===== config.mk =====
export PLATFORM = sky130hd
export DESIGN_NAME = sso_top
export DESIGN_NICKNAME = d
export VERILOG_FILES = /design/src/sso_pkg.sv /design/src/sso_speed_if.sv /design/src/sso_speed_cmp.sv /design/src/sso_top.sv
export SDC_FILE = /design/constraint.sdc
export NUM_CORES = 1
export LEC_CHECK = 0
export BUFFER_PORTS_ARGS = -buffer_cell sky130_fd_sc_hd__buf_2
export CAP_MARGIN = 20
export CORE_UTILIZATION = 30
export DETAILED_ROUTE_END_ITERATION = 6
export PLACE_DENSITY = 0.51
export SLEW_MARGIN = 20
export SYNTH_ARGS = -nofsm -noshare
export SYNTH_HDL_FRONTEND = slang
export SYNTH_SLANG_ARGS = --single-unit

===== constraint.sdc =====
create_clock -name clk_in -period 3.5 [get_ports clk_in]
set_input_delay 0 -clock clk_in [delete_from_list [all_inputs] [get_ports clk_in]]
set_output_delay 0 -clock clk_in [all_outputs]
set_load 0.03 [all_outputs]

===== src/sso_pkg.sv =====
package sso_pkg;
   // ----------------------------------------------------------------
   // Widths
   // ----------------------------------------------------------------
   localparam int SPD_W  = 16;  // Speed in r/min, signed
   localparam int DRP_W  = 24;  // Droop pulse count, signed
   localparam int TRQ_W  = 16;  // Torque level, signed
   localparam int DLY_W  = 16;  // Brake delay in ms
   localparam int CNT_W  = 27;  // Power-on counter width
   // ----------------------------------------------------------------
   // Timing
   // ----------------------------------------------------------------
   localparam int CLK_MHZ       = 100;
   localparam int POWER_ON_MS   = 1000;
   localparam int POWER_ON_CYC  = POWER_ON_MS * 1000 * CLK_MHZ;
   localparam int MS_CYC        = 1000 * CLK_MHZ;
   // ----------------------------------------------------------------
   // Speed thresholds and reset values
   // ----------------------------------------------------------------
   localparam logic [SPD_W-1:0] SA_LOW_CMD_RPM   = 16'h0014;  // 20 r/min
   localparam logic [SPD_W-1:0] ZSP_DEF_RPM      = 16'h0032;  // 50 r/min
   localparam logic [SPD_W-1:0] ZSP_OFF_RPM      = 16'h0046;  // 70 r/min
   localparam logic [SPD_W-1:0] SA_BAND_RPM      = 16'h000A;  // Approximate match band
   localparam logic [DLY_W-1:0] BRAKE_DLY_DEF_MS = 16'h0000;
   localparam logic [7:0]       FLAGS_RST        = 8'h00;
   // ----------------------------------------------------------------
   // Output assignment mask bit positions
   // ----------------------------------------------------------------
   localparam int ASN_RDY = 0;
   localparam int ASN_DB  = 1;
   localparam int ASN_SA  = 2;
   localparam int ASN_TLC = 3;
   localparam int ASN_ZSP = 4;
   localparam int ASN_W   = 5;
   // ----------------------------------------------------------------
   // Control loop modes
   // ----------------------------------------------------------------
   typedef enum logic [1:0] {
      SSO_MODE_POS = 2'h0,
      SSO_MODE_SPD = 2'h1,
      SSO_MODE_TRQ = 2'h2
   } sso_mode_type;
   // Brake sequencer states, one-hot
   typedef enum logic [2:0] {
      SSO_BRK_HOLD  = 3'b001,
      SSO_BRK_DELAY = 3'b010,
      SSO_BRK_REL   = 3'b100
   } sso_brk_type;
   // Magnitude of a signed speed
   function automatic logic [SPD_W-1:0] sso_abs(input logic signed [SPD_W-1:0] v);
      return v[SPD_W-1] ? SPD_W'(-v) : v;
   endfunction
endpackage


===== src/sso_speed_if.sv =====
`timescale 1ns/1ps
interface sso_speed_if;
   import sso_pkg::*;
   logic [SPD_W-1:0] spd_mag;
   logic [SPD_W-1:0] cmd_mag;
   logic [SPD_W-1:0] zsp_thr;
   logic             servo_on;
   logic             zero_speed_flag;
   logic             sa;
   modport top (output spd_mag, output cmd_mag, output zsp_thr, output servo_on,
                input zero_speed_flag, input sa);
   modport cmp (input spd_mag, input cmd_mag, input zsp_thr, input servo_on,
                output zero_speed_flag, output sa);
endinterface


===== src/sso_speed_cmp.sv =====
`timescale 1ns/1ps
module sso_speed_cmp (
   input  wire logic clk_in,
   input  wire logic arst_n_in,
   sso_speed_if.cmp  spd
);
   import sso_pkg::*;
   logic zsp_reg;
   logic sa_reg;
   wire  logic zsp_next;
   wire  logic sa_next;
   wire  logic [SPD_W-1:0] diff;
   wire  logic [SPD_W-1:0] thr_off;
   // ----------------------------------------------------------------
   // Comparisons
   // ----------------------------------------------------------------
   // Off level keeps the same offset above a changed on level
   assign thr_off  = (spd.zsp_thr == ZSP_DEF_RPM) ? ZSP_OFF_RPM
                   : SPD_W'(spd.zsp_thr + (ZSP_OFF_RPM - ZSP_DEF_RPM));
   assign zsp_next = zsp_reg ? (spd.spd_mag < thr_off)
                             : (spd.spd_mag <= spd.zsp_thr);
   assign diff     = (spd.spd_mag > spd.cmd_mag) ? SPD_W'(spd.spd_mag - spd.cmd_mag)
                                                 : SPD_W'(spd.cmd_mag - spd.spd_mag);
   assign sa_next  = spd.servo_on &&
                     ((spd.cmd_mag <= SA_LOW_CMD_RPM) ||
                      (diff <= SA_BAND_RPM));
   // Flag registers
   always_ff @(posedge clk_in or negedge arst_n_in) begin
      if (!arst_n_in) begin
         zsp_reg <= 1'b0;
         sa_reg  <= 1'b0;
      end else begin
         zsp_reg <= zsp_next;
         sa_reg  <= sa_next;
      end
   end
   assign spd.zero_speed_flag = zsp_reg;
   assign spd.sa  = sa_reg;
endmodule


===== src/sso_top.sv =====
`timescale 1ns/1ps
// Functional notes
// Fault-free output drops at power loss or base drive shutoff.
// Fault-free output rises about one second after power-on without alarm.
// Brake release drops on servo off or alarm; release waits configured delay.
// In-position set while droop count lies inside configured range.
// In-position set when servo-on becomes active.
// In-position not valid in speed loop mode.
// Ready set only when servo on and amplifier ready.
// Dynamic brake interlock drops as dynamic brake engages.
// Speed-reached low while servo off.
// Speed-reached set when speed approximately equals command.
// Command at or below 20 r/min keeps speed-reached set.
// Speed-reached not valid in position loop mode.
// Torque-limiting set when torque reaches controller limit.
// Torque-limiting low while servo off.
// Zero-speed set at or below threshold, default 50 r/min.
// Zero-speed clears only at 70 r/min, giving hysteresis; code clears at threshold + 20 r/min for a threshold other than 50.
// Optional outputs drive only after assignment to output pins.
// All flags registered; reset deasserts every flag.
module sso_top #(
   parameter int POWER_ON_CYCLES = sso_pkg::POWER_ON_CYC,
   parameter int MS_CYCLES       = sso_pkg::MS_CYC
) (
   input  wire logic                            clk_in,
   input  wire logic                            arst_n_in,
   input  wire logic                            servo_on_in,
   input  wire logic                            alarm_in,
   input  wire logic                            base_off_in,
   input  wire logic                            amp_ready_in,
   input  wire logic                            dyn_brake_on_in,
   input  wire sso_pkg::sso_mode_type           mode_in,
   input  wire logic signed [sso_pkg::DRP_W-1:0] droop_in,
   input  wire logic [sso_pkg::DRP_W-1:0]       inpos_range_in,
   input  wire logic signed [sso_pkg::SPD_W-1:0] speed_in,
   input  wire logic signed [sso_pkg::SPD_W-1:0] speed_cmd_in,
   input  wire logic [sso_pkg::SPD_W-1:0]       zsp_thr_in,
   input  wire logic signed [sso_pkg::TRQ_W-1:0] torque_in,
   input  wire logic [sso_pkg::TRQ_W-1:0]       torque_lim_in,
   input  wire logic [sso_pkg::DLY_W-1:0]       brake_dly_ms_in,
   input  wire logic [sso_pkg::ASN_W-1:0]       assign_in,
   output logic                                 fault_free_output_out,
   output logic                                 brake_release_interlock_out,
   output logic                                 in_position_flag_out,
   output logic                                 ready_out,
   output logic                                 dyn_brake_interlock_out,
   output logic                                 speed_reached_flag_out,
   output logic                                 torque_limit_active_out,
   output logic                                 zero_speed_flag_out
);
   import sso_pkg::*;

   // ----------------------------------------------------------------
   // Declarations
   // ----------------------------------------------------------------
   logic [CNT_W-1:0]  pwr_cnt_reg;
   logic              pwr_done_reg;
   logic              servo_on_d_reg;
   logic [16:0]       ms_cnt_reg;
   logic              ms_tick_reg;
   logic [DLY_W-1:0]  brk_cnt_reg;
   sso_brk_type       brk_state_reg;
   sso_brk_type       brk_state_next;
   logic              alm_reg;
   logic              mbr_reg;
   logic              inp_reg;
   logic              rdy_reg;
   logic              db_reg;
   logic              sa_reg;
   logic              tlc_reg;
   logic              zsp_reg;
   wire  logic [DRP_W-1:0] droop_mag;
   wire  logic [TRQ_W-1:0] torque_mag;
   wire  logic        servo_rise;
   wire  logic        brk_block;
   wire  logic        alm_next;
   wire  logic        inp_next;
   wire  logic        rdy_next;
   wire  logic        db_next;
   wire  logic        sa_next;
   wire  logic        tlc_next;
   wire  logic        zsp_next;

   sso_speed_if spd ();

   // ----------------------------------------------------------------
   // Speed comparator
   // ----------------------------------------------------------------
   assign spd.spd_mag  = sso_abs(speed_in);
   assign spd.cmd_mag  = sso_abs(speed_cmd_in);
   assign spd.zsp_thr  = zsp_thr_in;
   assign spd.servo_on = servo_on_in;

   sso_speed_cmp u_cmp (
      .clk_in    (clk_in),
      .arst_n_in (arst_n_in),
      .spd       (spd.cmp)
   );

   // ----------------------------------------------------------------
   // Power-on timer and millisecond tick
   // ----------------------------------------------------------------
   always_ff @(posedge clk_in or negedge arst_n_in) begin
      if (!arst_n_in) begin
         pwr_cnt_reg  <= '0;
         pwr_done_reg <= 1'b0;
      end else if (!pwr_done_reg) begin
         pwr_cnt_reg  <= pwr_cnt_reg + 1'b1;
         pwr_done_reg <= (pwr_cnt_reg == CNT_W'(POWER_ON_CYCLES - 1));
      end
   end

   // Slow enable for brake delay
   always_ff @(posedge clk_in or negedge arst_n_in) begin
      if (!arst_n_in) begin
         ms_cnt_reg  <= '0;
         ms_tick_reg <= 1'b0;
      end else begin
         ms_tick_reg <= (ms_cnt_reg == 17'(MS_CYCLES - 1));
         ms_cnt_reg  <= (ms_cnt_reg == 17'(MS_CYCLES - 1)) ? '0 : ms_cnt_reg + 1'b1;
      end
   end

   // ----------------------------------------------------------------
   // Brake release sequencer
   // ----------------------------------------------------------------
   assign brk_block = !servo_on_in || alarm_in || base_off_in;

   always_comb begin
      brk_state_next = brk_state_reg;
      case (brk_state_reg)
         SSO_BRK_HOLD: begin
            if (!brk_block) begin
               brk_state_next = (brake_dly_ms_in == '0) ? SSO_BRK_REL : SSO_BRK_DELAY;
            end
         end
         SSO_BRK_DELAY: begin
            if (brk_block) begin
               brk_state_next = SSO_BRK_HOLD;
            end else if (ms_tick_reg && brk_cnt_reg + 1'b1 >= brake_dly_ms_in) begin
               brk_state_next = SSO_BRK_REL;
            end
         end
         SSO_BRK_REL: begin
            if (brk_block) begin
               brk_state_next = SSO_BRK_HOLD;
            end
         end
         default: brk_state_next = SSO_BRK_HOLD;
      endcase
   end

   always_ff @(posedge clk_in or negedge arst_n_in) begin
      if (!arst_n_in) begin
         brk_state_reg <= SSO_BRK_HOLD;
         brk_cnt_reg   <= BRAKE_DLY_DEF_MS;
      end else begin
         brk_state_reg <= brk_state_next;
         if (brk_state_reg != SSO_BRK_DELAY) begin
            brk_cnt_reg <= '0;
         end else if (ms_tick_reg) begin
            brk_cnt_reg <= brk_cnt_reg + 1'b1;
         end
      end
   end

   // ----------------------------------------------------------------
   // Flag decode
   // ----------------------------------------------------------------
   assign droop_mag  = droop_in[DRP_W-1] ? DRP_W'(-droop_in) : droop_in;
   assign torque_mag = torque_in[TRQ_W-1] ? TRQ_W'(-torque_in) : torque_in;
   assign servo_rise = servo_on_in && !servo_on_d_reg;

   assign alm_next = pwr_done_reg && !alarm_in && !base_off_in;
   assign inp_next = (mode_in != SSO_MODE_SPD) &&
                     (servo_rise ||
                      (servo_on_in && droop_mag <= inpos_range_in));
   assign rdy_next = assign_in[ASN_RDY] && servo_on_in && amp_ready_in
                     && !alarm_in;
   assign db_next  = assign_in[ASN_DB] && !dyn_brake_on_in;
   assign sa_next  = assign_in[ASN_SA] && (mode_in != SSO_MODE_POS)
                     && spd.sa;
   assign tlc_next = assign_in[ASN_TLC] && servo_on_in &&
                     (torque_mag >= torque_lim_in);
   assign zsp_next = assign_in[ASN_ZSP] && spd.zero_speed_flag;

   // ----------------------------------------------------------------
   // Output registers
   // ----------------------------------------------------------------
   always_ff @(posedge clk_in or negedge arst_n_in) begin
      if (!arst_n_in) begin
         {alm_reg, mbr_reg, inp_reg, rdy_reg,
          db_reg, sa_reg, tlc_reg, zsp_reg} <= FLAGS_RST;
         servo_on_d_reg <= 1'b0;
      end else begin
         alm_reg        <= alm_next;
         mbr_reg        <= (brk_state_next == SSO_BRK_REL);
         inp_reg        <= inp_next;
         rdy_reg        <= rdy_next;
         db_reg         <= db_next;
         sa_reg         <= sa_next;
         tlc_reg        <= tlc_next;
         zsp_reg        <= zsp_next;
         servo_on_d_reg <= servo_on_in;
      end
   end

   assign fault_free_output_out       = alm_reg;
   assign brake_release_interlock_out = mbr_reg;
   assign in_position_flag_out        = inp_reg;
   assign ready_out                   = rdy_reg;
   assign dyn_brake_interlock_out     = db_reg;
   assign speed_reached_flag_out      = sa_reg;
   assign torque_limit_active_out     = tlc_reg;
   assign zero_speed_flag_out         = zsp_reg;
endmodule


# Word level (Yosys, flattened, before mapping)
# Index checks and enable logic that the tools add are counted.
# W data, S select, Z words.
# op_classes
addsub,10
order_cmp,8
n_eq_ne,9
mux,17
n_reduce_logical,28
# ops
cell,count
$mux W16,7
$neg A16 Y16,3
$ge A16 B16 Y1,2
$sub A16 B16 Y16,2
$add A27 B1 Y27 const B,1
$eq A27 B27 Y1 const B,1
$le A24 B24 Y1,1
$mux W24,1
$neg A24 Y24,1
$add A17 B1 Y17 const B,1
$eq A17 B17 Y1 const B,1
$mux W17,1
$add A16 B1 Y16 const B,1
$add A16 B5 Y16 const B,1
$eq A16 B6 Y1 const B,1
$gt A16 B16 Y1,1
$le A16 B16 Y1,1
$le A16 B4 Y1 const B,1
$le A16 B5 Y1 const B,1
$logic_and A1 B1 Y1,16
$logic_not A16 Y1,1
$lt A16 B16 Y1,1
$mux W3,5
$pmux W3 S3,1
9 further kinds,19
# totals
reg_bits,76
input_bits,158
out_inout_bits,8
word_cells,89

# Longest topological paths before layout
# Gate-level depths: netlist (run 1).
# depth
ltp_word,7
mapped_depth,20

# By module
# From an unflattened synthesis (run 1), not the netlist that was laid out.
# unflattened
hier_cells,1101
hier_area_um2,8939.8
# modules_own_cells
module,n_inst,cells_each,area_per_inst_um2
sso_top,1,705,6120.9
sso_speed_cmp,1,396,2819.0

# Least setup slack after synthesis (run 1)
# Ideal clock, no wire load.
# synth_timing
path_kind,input-to-reg
startpoint,input port speed_cmd_in[3] in the netlist's numbering
endpoint,register u_cmp.sa_reg (netlist: u_cmp.spd.sa)
setup_ns,0.092
arrival_time_ns,4.340
path_slack_ns,-0.932
stages,18
cell_sequence,or4_4 > or4_1 > nand2_1 > xor2_1 > inv_1 > ha_1 > clkbuf_1 > a21oi_1 > a21boi_0 > o311a_1 > o31a_1 > buf_6 > nor2_2 > mux2_2 > a221o_1 > nor4_1 > nand4_1 > o31ai_2
# synth_via
elab_chain_cells,7
# synth_rtl
element,line_no,source
start: declaration,sso_top.sv:36,"input wire logic signed [sso_pkg::SPD_W-1:0] speed_cmd_in,"
$neg A16 Y16,sso_pkg.sv:51,return v[SPD_W-1] ? SPD_W'(-v) : v;
$mux W16 *,sso_pkg.sv:51,
"$sub A16 B16 Y16, or another cell as far along",sso_speed_cmp.sv:23,: SPD_W'(spd.cmd_mag - spd.spd_mag);
$mux W16,sso_speed_cmp.sv:22,assign diff = (spd.spd_mag > spd.cmd_mag) ? SPD_W'(spd.spd_mag - spd.cmd_mag)
$le A16 B4 Y1,sso_speed_cmp.sv:26,(diff <= SA_BAND_RPM));
$logic_or A1 B1 Y1 *,sso_speed_cmp.sv:25,((spd.cmd_mag <= SA_LOW_CMD_RPM) ||
$logic_and A1 B1 Y1 *,sso_speed_cmp.sv:24,assign sa_next = spd.servo_on &&
via u_cmp.sa_next,sso_speed_cmp.sv:11,wire logic sa_next;
end signal: assignment,sso_speed_cmp.sv:34,sa_reg <= sa_next;
end: declaration,sso_speed_cmp.sv:9,logic sa_reg;
# The timed path passes the listed nets; every way through them passes the cells marked *.
# A chain may end at the register's enable or synchronous reset.

# Final worst setup path (run 1)
# Same ends and word-level chain as after synthesis.

==> impl_table.tex, run 1 <==
\begin{tabular}{lr}
\hline
Metric & Value \\
\hline
\multicolumn{2}{l}{\textbf{Global route}} \\
Total congestion overflow after global routing & 0 \\
Largest net degree at the start of global routing & 77 \\
Antenna violations before repair & 2 \\
Wire length of the first global-routing pass & 41.1 mm \\
Number of global-route vias before repair & 8,522 \\
Total global routing track utilization & 16.4\% \\
\multicolumn{2}{l}{\textbf{Synth}} \\
Dominant cell type by area after synthesis & dfrtp\_1 \\
Leading post-synthesis cells by cell area & dfrtp\_1 21\%, ha\_1 18\%, xnor2\_1 9.0\%, xor2\_1 5.5\%, inv\_1 5.3\% \\
Post-Syn Nets & 1,382 \\
Cell count after synthesis & 1,096 \\
Async SR Flop Fraction & 100\% \\
Netlist cell types & 67 \\
Number of enable-type register cells in the synthesized netlist & 0 \\
Post-synthesis instance area & 8850 sq um \\
FF+latch count, synth & 76 \\
YS warnings & 0 \\
Most used flip-flop cell after synthesis & dfrtp\_1 \\
Share of the yosys chip area belonging to registers & 21.5\% \\
Mapped Avg Cell Area & 8.07 sq um \\
Proportion of netlist area held by the largest area contributor & 21.2\% \\
\multicolumn{2}{l}{\textbf{Floorplanning}} \\
Die Outline Area & 30,200 sq um \\
Floorplan row count & 62 \\
Die outline height & 174 microns \\
Core outline area & 28,900 sq um \\
Overall die width & 174 microns \\
Initial standard-cell utilization of the core & 30.7\% \\
IO Pins & 166 \\
\multicolumn{2}{l}{\textbf{CTS}} \\
Maximum buffer depth of the clock tree & 2 \\
Depth of the CTS H-tree & 3 \\
CTS tree & built \\
Worst-Skew Late Latency & 330 ps \\
Number of buffers created by CTS & 9 \\
Clock Sinks & 76 \\
Library cell used as clock root buffer & clkbuf\_16 \\
Clock slew at reported path FFs & 50 ps \\
\multicolumn{2}{l}{\textbf{Critical path}} \\
Data arrival time of the critical path & 4300 ps \\
R2r endpoint & brk\_state\_reg[2] \\
Crit Path Class & in2reg \\
Number of cells on the worst reg-to-reg path & 17 \\
CP Launch Type & primary input \\
Worst reg-to-reg setup slack & 260 ps \\
Critical R2R Launch & brk\_cnt\_reg[0] \\
Kind of end point of the critical path & flip-flop \\
Required time of the critical path & 3740 ps \\
Top fanout value on the critical path & 5 \\
\multicolumn{2}{l}{\textbf{Route}} \\
Routed length per placed instance & 13.4 microns \\
Total routed wirelength & 24.3 mm \\
Number of nets still failing antenna checks after routing & 0 \\
Detail-routed via count per cell & 4.72 \\
DR pass1 iterations & 4 \\
DR iter-0 viols & 348 \\
Via count of the routed design & 8,585 \\
Post-route DRC & 0 \\
\multicolumn{2}{l}{\textbf{Layout}} \\
Final Util & 41.1\% \\
Layout net count & 1,717 \\
Area of combinational cells with multiple inputs & 6470 sq um \\
Number of non-filler instances in the completed layout & 1,820 \\
Fill count & 2,994 \\
Relative area change from synthesis to final layout & 34.1\% \\
Proportion of layout cells with a drive suffix above 1 & 27.0\% \\
Number of flip-flops under the largest register name & 27 \\
Register area & 1900 sq um \\
\multicolumn{2}{l}{\textbf{Place}} \\
Worst setup slack after placement & -1080 ps \\
Number of placed instances, taps included & 1,786 \\
Port Buffers & 165 \\
RePlAce Congestion & 0.855 \\
Final HPWL from detailed placement & 20.8 mm \\
\multicolumn{2}{l}{\textbf{Min path}} \\
Endpoint of the worst hold path & fault\_free\_output\_out \\
Min-Delay Startpoint & alarm\_in \\
Number of cells on the worst hold path & 3 \\
Worst hold path class & in2reg \\
\multicolumn{2}{l}{\textbf{Job}} \\
Total of max-cap violations & 0 \\
\multicolumn{2}{l}{\textbf{Power}} \\
Leakage & 6.09 nW \\
Power density normalized to cell area & 286 nW/um\^{}2 \\
Worst ir drop on vdd & 0.193 mV \\
\multicolumn{2}{l}{\textbf{STA}} \\
Slew Viols, Final & 0 \\
Layout Skew & 6.50 ps \\
Worst relative slew slack & 35.3\% \\
Unrepaired setup endpoints after global routing & true \\
Crit share post-route & 116\% \\
Maximum achievable frequency & 0.246 GHz \\
Min setup slack post-route & -563 ps \\
Hold violation count in the final report & 0 \\
Count of final setup violators & 1 \\
Transition time at the pin with the least slew margin & 971 ps \\
Shortest clock period the worst path allows after layout & 4060 ps \\
\multicolumn{2}{l}{\textbf{Run status}} \\
Run status & complete, but fails checks \\
Violated checks & setup timing \\
\hline
\end{tabular}
## cells in the mapped netlist (6+ instances only)
cell type and n:
or3_1 16, a211oi_1 6, nor2b_1 20, a21oi_1 42, nor3_1 18, o21a_1 9, o21ai_0 56, a21o_1 29
o211ai_1 8, nand4_1 27, o41ai_1 6, nand2_1 81, clkbuf_1 21, nor2_1 62, or4_1 8, and3_1 21
or2_2 6, and2_1 8, dfrtp_1 75, ha_1 126, nand3_1 43, a31oi_1 10, nor4_1 17, o31ai_1 17
nand2b_1 28, xor2_1 56, inv_1 124, xnor2_1 91
## final cells by class
class	instances	area share, %
antenna	1	0.0211
timing repair buffer	349	19.0
clock buffer	13	2.11
sequential	76	16.0
clock inverter	2	0.295
tap	384	4.05
inverter	124	3.92
multi-input combinational	871	54.6
## how the worst max path moves through the flow
stage | from | to | slack [ps]
floorplan | speed_cmd_in[3] | u_cmp.spd.sa | -650
global placement | speed_cmd_in[3] | u_cmp.spd.sa | -960
detailed placement | speed_cmd_in[3] | u_cmp.spd.sa | -1080
CTS | speed_cmd_in[3] | u_cmp.spd.sa | -540
global route | speed_cmd_in[2] | u_cmp.spd.sa | -740
finish | speed_cmd_in[3] | u_cmp.spd.sa | -560
## cells by family after synthesis
family | after synthesis | synth area share (%)
AO/OA/AOI/OAI | 219 | 16.5
adder cells (fa/ha/maj) | 131 | 18.6
multiplexers | 5 | 0.608
buffers and inverters | 149 | 6.50
XOR/XNOR | 147 | 14.6
flip-flops | 76 | 21.5
AND/OR/NAND/NOR | 369 | 21.7
## cell usage in the layout (no fill, tap or decap), drive strengths merged, types with 4 or more instances in the layout
cell         synthesis  routed
and3                21      21
nor2b               20      20
xor2                56      56
o31ai               18      18
nand3               43      43
nor4                17      17
a221o                4       4
a21oi               42      42
or3                 16      16
or4                 10      10
a31oi               10      10
o41ai                6       6
and2                 8       8
xnor2               91      91
nand2               81      81
inv                124     124
o21ai               56      56
clkbuf              21      13
buf                  4     337
nor2                63      63
or2                  6       6
a21boi               4       4
nand2b              28      28
a211oi               6       6
a21o                29      29
nor4b                4       4
dfrtp               75      75
dlygate4sd3          0      12
nor3                18      18
nand4               27      27
o21a                 9       9
o211ai               8       8
ha                 126     126
## power breakdown
part	leakage, nW	switching [mW]	total (mW)	internal (mW)
logic	4.93	0.795	1.60	0.801
clock network	0.140	0.334	0.901	0.567
registers	1.02	0.00851	0.900	0.892
## critical path: stages
cell,delay [ps]
buf_6,90
or4_4,520
or4_4,450
or3_4,410
or4b_4,560
ha_4,290
nand4_1,180
o31a_1,430
buf_4,170
a2111oi_4,310
a21oi_1,80
a221o_1,330
a31oi_1,170
xnor2_1,90
o31ai_2,210
## metrics by stage
step                      area (sq um)  hold WS (ps)  power [mW]  setup TNS [ps]
after floorplan                   8890          -296        1.79            -646
after global placement           11300           149        2.46           -1050
after detailed placement         11300           154        2.47           -1240
after CTS                        11800          23.0        3.42            -543
after global routing             11900          43.0        3.65            -744
final                            11900          41.2        3.40            -563
## timing repair
item / CTS / global route
pin swaps: 5 / 1
endpoints found under the hold margin: 82 / 0
hold buffers: 12 / 0
resized for setup: 9 / 7
endpoints found under the setup margin: 1 / 4
buffers inserted: 3 / 3
## metal layers
metal | track usage, % | part of all wire [%]
met1 | 23.0 | 50
met2 | 26.9 | 45
met3 | 2.21 | 3.8
met4 | 2.60 | 0.61
met5 | 0 | 0.053
(Power assumes the default switching activity.)
==> inputs of run 2 (changes only) <==
CTS_BUF_LIST = sky130_fd_sc_hd__clkbuf_8   (was unset)
REMOVE_ABC_BUFFERS = 1   (was unset)
==> impl_table.tex, run 2 (synthesized netlist as in run 1, its figures left out) <==
\begin{tabular}{lr}
\hline
Metric & Value \\
\hline
\multicolumn{2}{l}{\textbf{Run status}} \\
Run status & complete, but fails checks \\
Violated checks & setup timing \\
\multicolumn{2}{l}{\textbf{Route}} \\
Via count of the routed design & 8,448 (-1.6\%) \\
Routed length per placed instance & 13.3 microns (-0.74\%) \\
DR iter-0 viols & 366 (+5.2\%) \\
Post-route DRC & 0 (unchanged) \\
Total routed wirelength & 23.9 mm (-1.7\%) \\
Number of nets still failing antenna checks after routing & 0 (unchanged) \\
DR pass1 iterations & 5 (+1) \\
Detail-routed via count per cell & 4.69 (-0.67\%) \\
\multicolumn{2}{l}{\textbf{STA}} \\
Hold violation count in the final report & 0 (unchanged) \\
Unrepaired setup endpoints after global routing & true \\
Worst relative slew slack & 49.2\% (+14 points) \\
Transition time at the pin with the least slew margin & 755 ps (-216 ps) \\
Layout Skew & 6.91 ps (+0.405 ps) \\
Maximum achievable frequency & 0.248 GHz (+0.96\%) \\
Count of final setup violators & 1 (unchanged) \\
Min setup slack post-route & -524 ps (+38.7 ps) \\
Shortest clock period the worst path allows after layout & 4020 ps (-38.7 ps) \\
Slew Viols, Final & 0 (unchanged) \\
Crit share post-route & 115\% (-1.1 points) \\
\multicolumn{2}{l}{\textbf{Floorplanning}} \\
Die outline height & 174 microns (unchanged) \\
IO Pins & 166 (unchanged) \\
Overall die width & 174 microns (unchanged) \\
Initial standard-cell utilization of the core & 30.7\% (unchanged) \\
Die Outline Area & 30,200 sq um (unchanged) \\
Floorplan row count & 62 (unchanged) \\
Core outline area & 28,900 sq um (unchanged) \\
\multicolumn{2}{l}{\textbf{Critical path}} \\
Crit Path Class & in2reg \\
Required time of the critical path & 3770 ps (+30 ps) \\
Worst reg-to-reg setup slack & 240 ps (-20 ps) \\
Origin of the worst setup path & speed\_cmd\_in[3] \\
Data arrival time of the critical path & 4290 ps (about the same) \\
Kind of end point of the critical path & flip-flop \\
CP Launch Type & primary input \\
Critical R2R Launch & brk\_cnt\_reg[0] \\
Number of cells on the worst reg-to-reg path & 13 (-4) \\
R2r endpoint & brk\_state\_reg[1] \\
Capture point of the critical path & u\_cmp.spd.sa \\
Top fanout value on the critical path & 4 (-1) \\
\multicolumn{2}{l}{\textbf{Global route}} \\
Wire length of the first global-routing pass & 40.0 mm (-2.6\%) \\
Most crowded layer after global routing & met2 \\
Global-route track usage on met3 & 1.60\% (-0.61 points) \\
Largest net degree at the start of global routing & 77 (unchanged) \\
Total congestion overflow after global routing & 0 (unchanged) \\
Met1 usage & 21.2\% (-1.8 points) \\
Antenna violations before repair & 1 (-1) \\
Met2 track demand over resource in global routing & 28.3\% (+1.3 points) \\
Total global routing track utilization & 16.1\% (-0.31 points) \\
Number of global-route vias before repair & 8,373 (-1.7\%) \\
\multicolumn{2}{l}{\textbf{Layout}} \\
Layout net count & 1,699 (-1.0\%) \\
Proportion of layout cells with a drive suffix above 1 & 26.4\% (-0.52 points) \\
Fill count & 3,027 (+1.1\%) \\
Post-Layout Inst Area & 11,700 sq um (-1.3\%) \\
Number of non-filler instances in the completed layout & 1,803 (-0.93\%) \\
Relative area change from synthesis to final layout & 32.3\% \\
Register area & 1900 sq um (unchanged) \\
Number of flip-flops under the largest register name & 27 (unchanged) \\
Most common cell after layout, fill and taps aside & buf\_2 \\
Top library cells by usage in the layout, fill and taps aside & 164 x buf\_2, 152 x buf\_4, 124 x inv\_1, 124 x ha\_1, 91 x xnor2\_1 \\
Area of combinational cells with multiple inputs & 6510 sq um (+0.48\%) \\
\multicolumn{2}{l}{\textbf{Place}} \\
Final HPWL from detailed placement & 20.3 mm (-2.2\%) \\
Number of placed instances, taps included & 1,770 (-0.90\%) \\
RePlAce Congestion & 0.864 (+1.1\%) \\
Dpl cell area & 11,200 sq um (-1.3\%) \\
Port Buffers & 165 (unchanged) \\
\multicolumn{2}{l}{\textbf{Power}} \\
Share of total power in sequential cells & 27.5\% (+1.0 points) \\
Leakage & 5.99 nW (-1.6\%) \\
Power share of the clock group & 23.8\% (-2.7 points) \\
Fraction of power consumed by combinational cells & 48.7\% (+1.7 points) \\
Internal power & 2.12 mW (-6.0\%) \\
Power density normalized to cell area & 279 nW/um\^{}2 (-2.7\%) \\
Switching power as a share of total power & 34.9\% (+1.4 points) \\
Worst ir drop on vdd & 0.161 mV (-16\%) \\
Total net switching power & 1.14 mW (+0.10\%) \\
\multicolumn{2}{l}{\textbf{CTS}} \\
CTS tree & built \\
Clock slew at reported path FFs & 80 ps (+30 ps) \\
Clock Sinks & 76 (unchanged) \\
Maximum buffer depth of the clock tree & 2 (unchanged) \\
Worst-Skew Late Latency & 350 ps (+20 ps) \\
Library cell used as clock root buffer & clkbuf\_8 \\
Depth of the CTS H-tree & 3 (unchanged) \\
Number of buffers created by CTS & 9 (unchanged) \\
\multicolumn{2}{l}{\textbf{Min path}} \\
Min-Delay Startpoint & alarm\_in \\
Worst hold path class & in2reg \\
\multicolumn{2}{l}{\textbf{Job}} \\
Total of max-cap violations & 0 (unchanged) \\
\hline
\end{tabular}
-- run 2: cell types whose count changed in the layout (fill, tap and decap cells not counted), sizes merged --
cell	change
bufinv	+1
buf	-18
clkbuf	-2
inv	+1
clkinv	+1
-- run 2: routing by layer --
metal | routed length (microns) | share of wire, %
met5 | 0 | 0
met1 | 11400 | 48
met3 | 520 | 2.2
met2 | 11700 | 49
met4 | 254 | 1.1
-- run 2: cell type report --
class / count / area share, %
multi-input combinational: 871 / 55.6
timing repair buffer: 331 / 18.1
sequential: 76 / 16.3
tap: 384 / 4.10
inverter: 124 / 3.98
clock buffer: 11 / 1.29
clock inverter: 5 / 0.705
antenna: 1 / 0.0214
-- run 2: power by group through the flow --
| stage | clock network [mW] | registers (mW) | logic (mW) |
|---|---|---|---|
| after floorplan | 0 | 0.923 | 0.838 |
| after global placement | 0 | 0.914 | 1.53 |
| after detailed placement | 0 | 0.913 | 1.53 |
| after CTS | 0.803 | 0.896 | 1.56 |
| after global routing | 0.843 | 0.899 | 1.78 |
| final | 0.777 | 0.896 | 1.59 |
-- run 2: worst min path at each step --
stage | to | slack, ps | depth (start not counted)
2_1_floorplan | brake_release_interlock_out | -300 | 0
5_1_grt | fault_free_output_out | 30 | 3
6_report | fault_free_output_out | 20 | 3
4_1_cts | fault_free_output_out | 10 | 3
3_5_place_dp | dyn_brake_interlock_out | 160 | 2
3_3_place_gp | dyn_brake_interlock_out | 150 | 2
-- run 2: timing repair --
action                                  in CTS  in global routing
resized for setup                            8                 17
setup buffers                                1                  3
pin swaps                                    3                  6
endpoints found under the hold margin       82                  0
hold buffers                                12                  0
endpoints found under the setup margin       1                  4
-- run 2: worst max-delay path: stages --
cell and delay, ps:
buf_2 110, or4_4 520, or4_4 460, or3_4 400, or4b_4 530, ha_4 290, nand4_1 180, o31a_1 360
buf_4 170, a2111oi_4 300, a21oi_1 80, a221o_1 370, xnor2_1 140, nand4_1 130, o31ai_2 220
-- run 2: through the flow --
step | setup slack [ps] | hold slack [ps] | setup TNS [ps] | utilization, % | power (mW)
3_5_place_dp | -1230 | 155 | -1230 | 38.7 | 2.45
4_1_cts | -526 | 12.4 | -526 | 40.1 | 3.26
6_report | -524 | 16.7 | -524 | 40.6 | 3.26
3_3_place_gp | -1110 | 151 | -1120 | 38.7 | 2.44
2_1_floorplan | -862 | -296 | -862 | - | 1.76
5_1_grt | -662 | 31.6 | -662 | 40.6 | 3.52
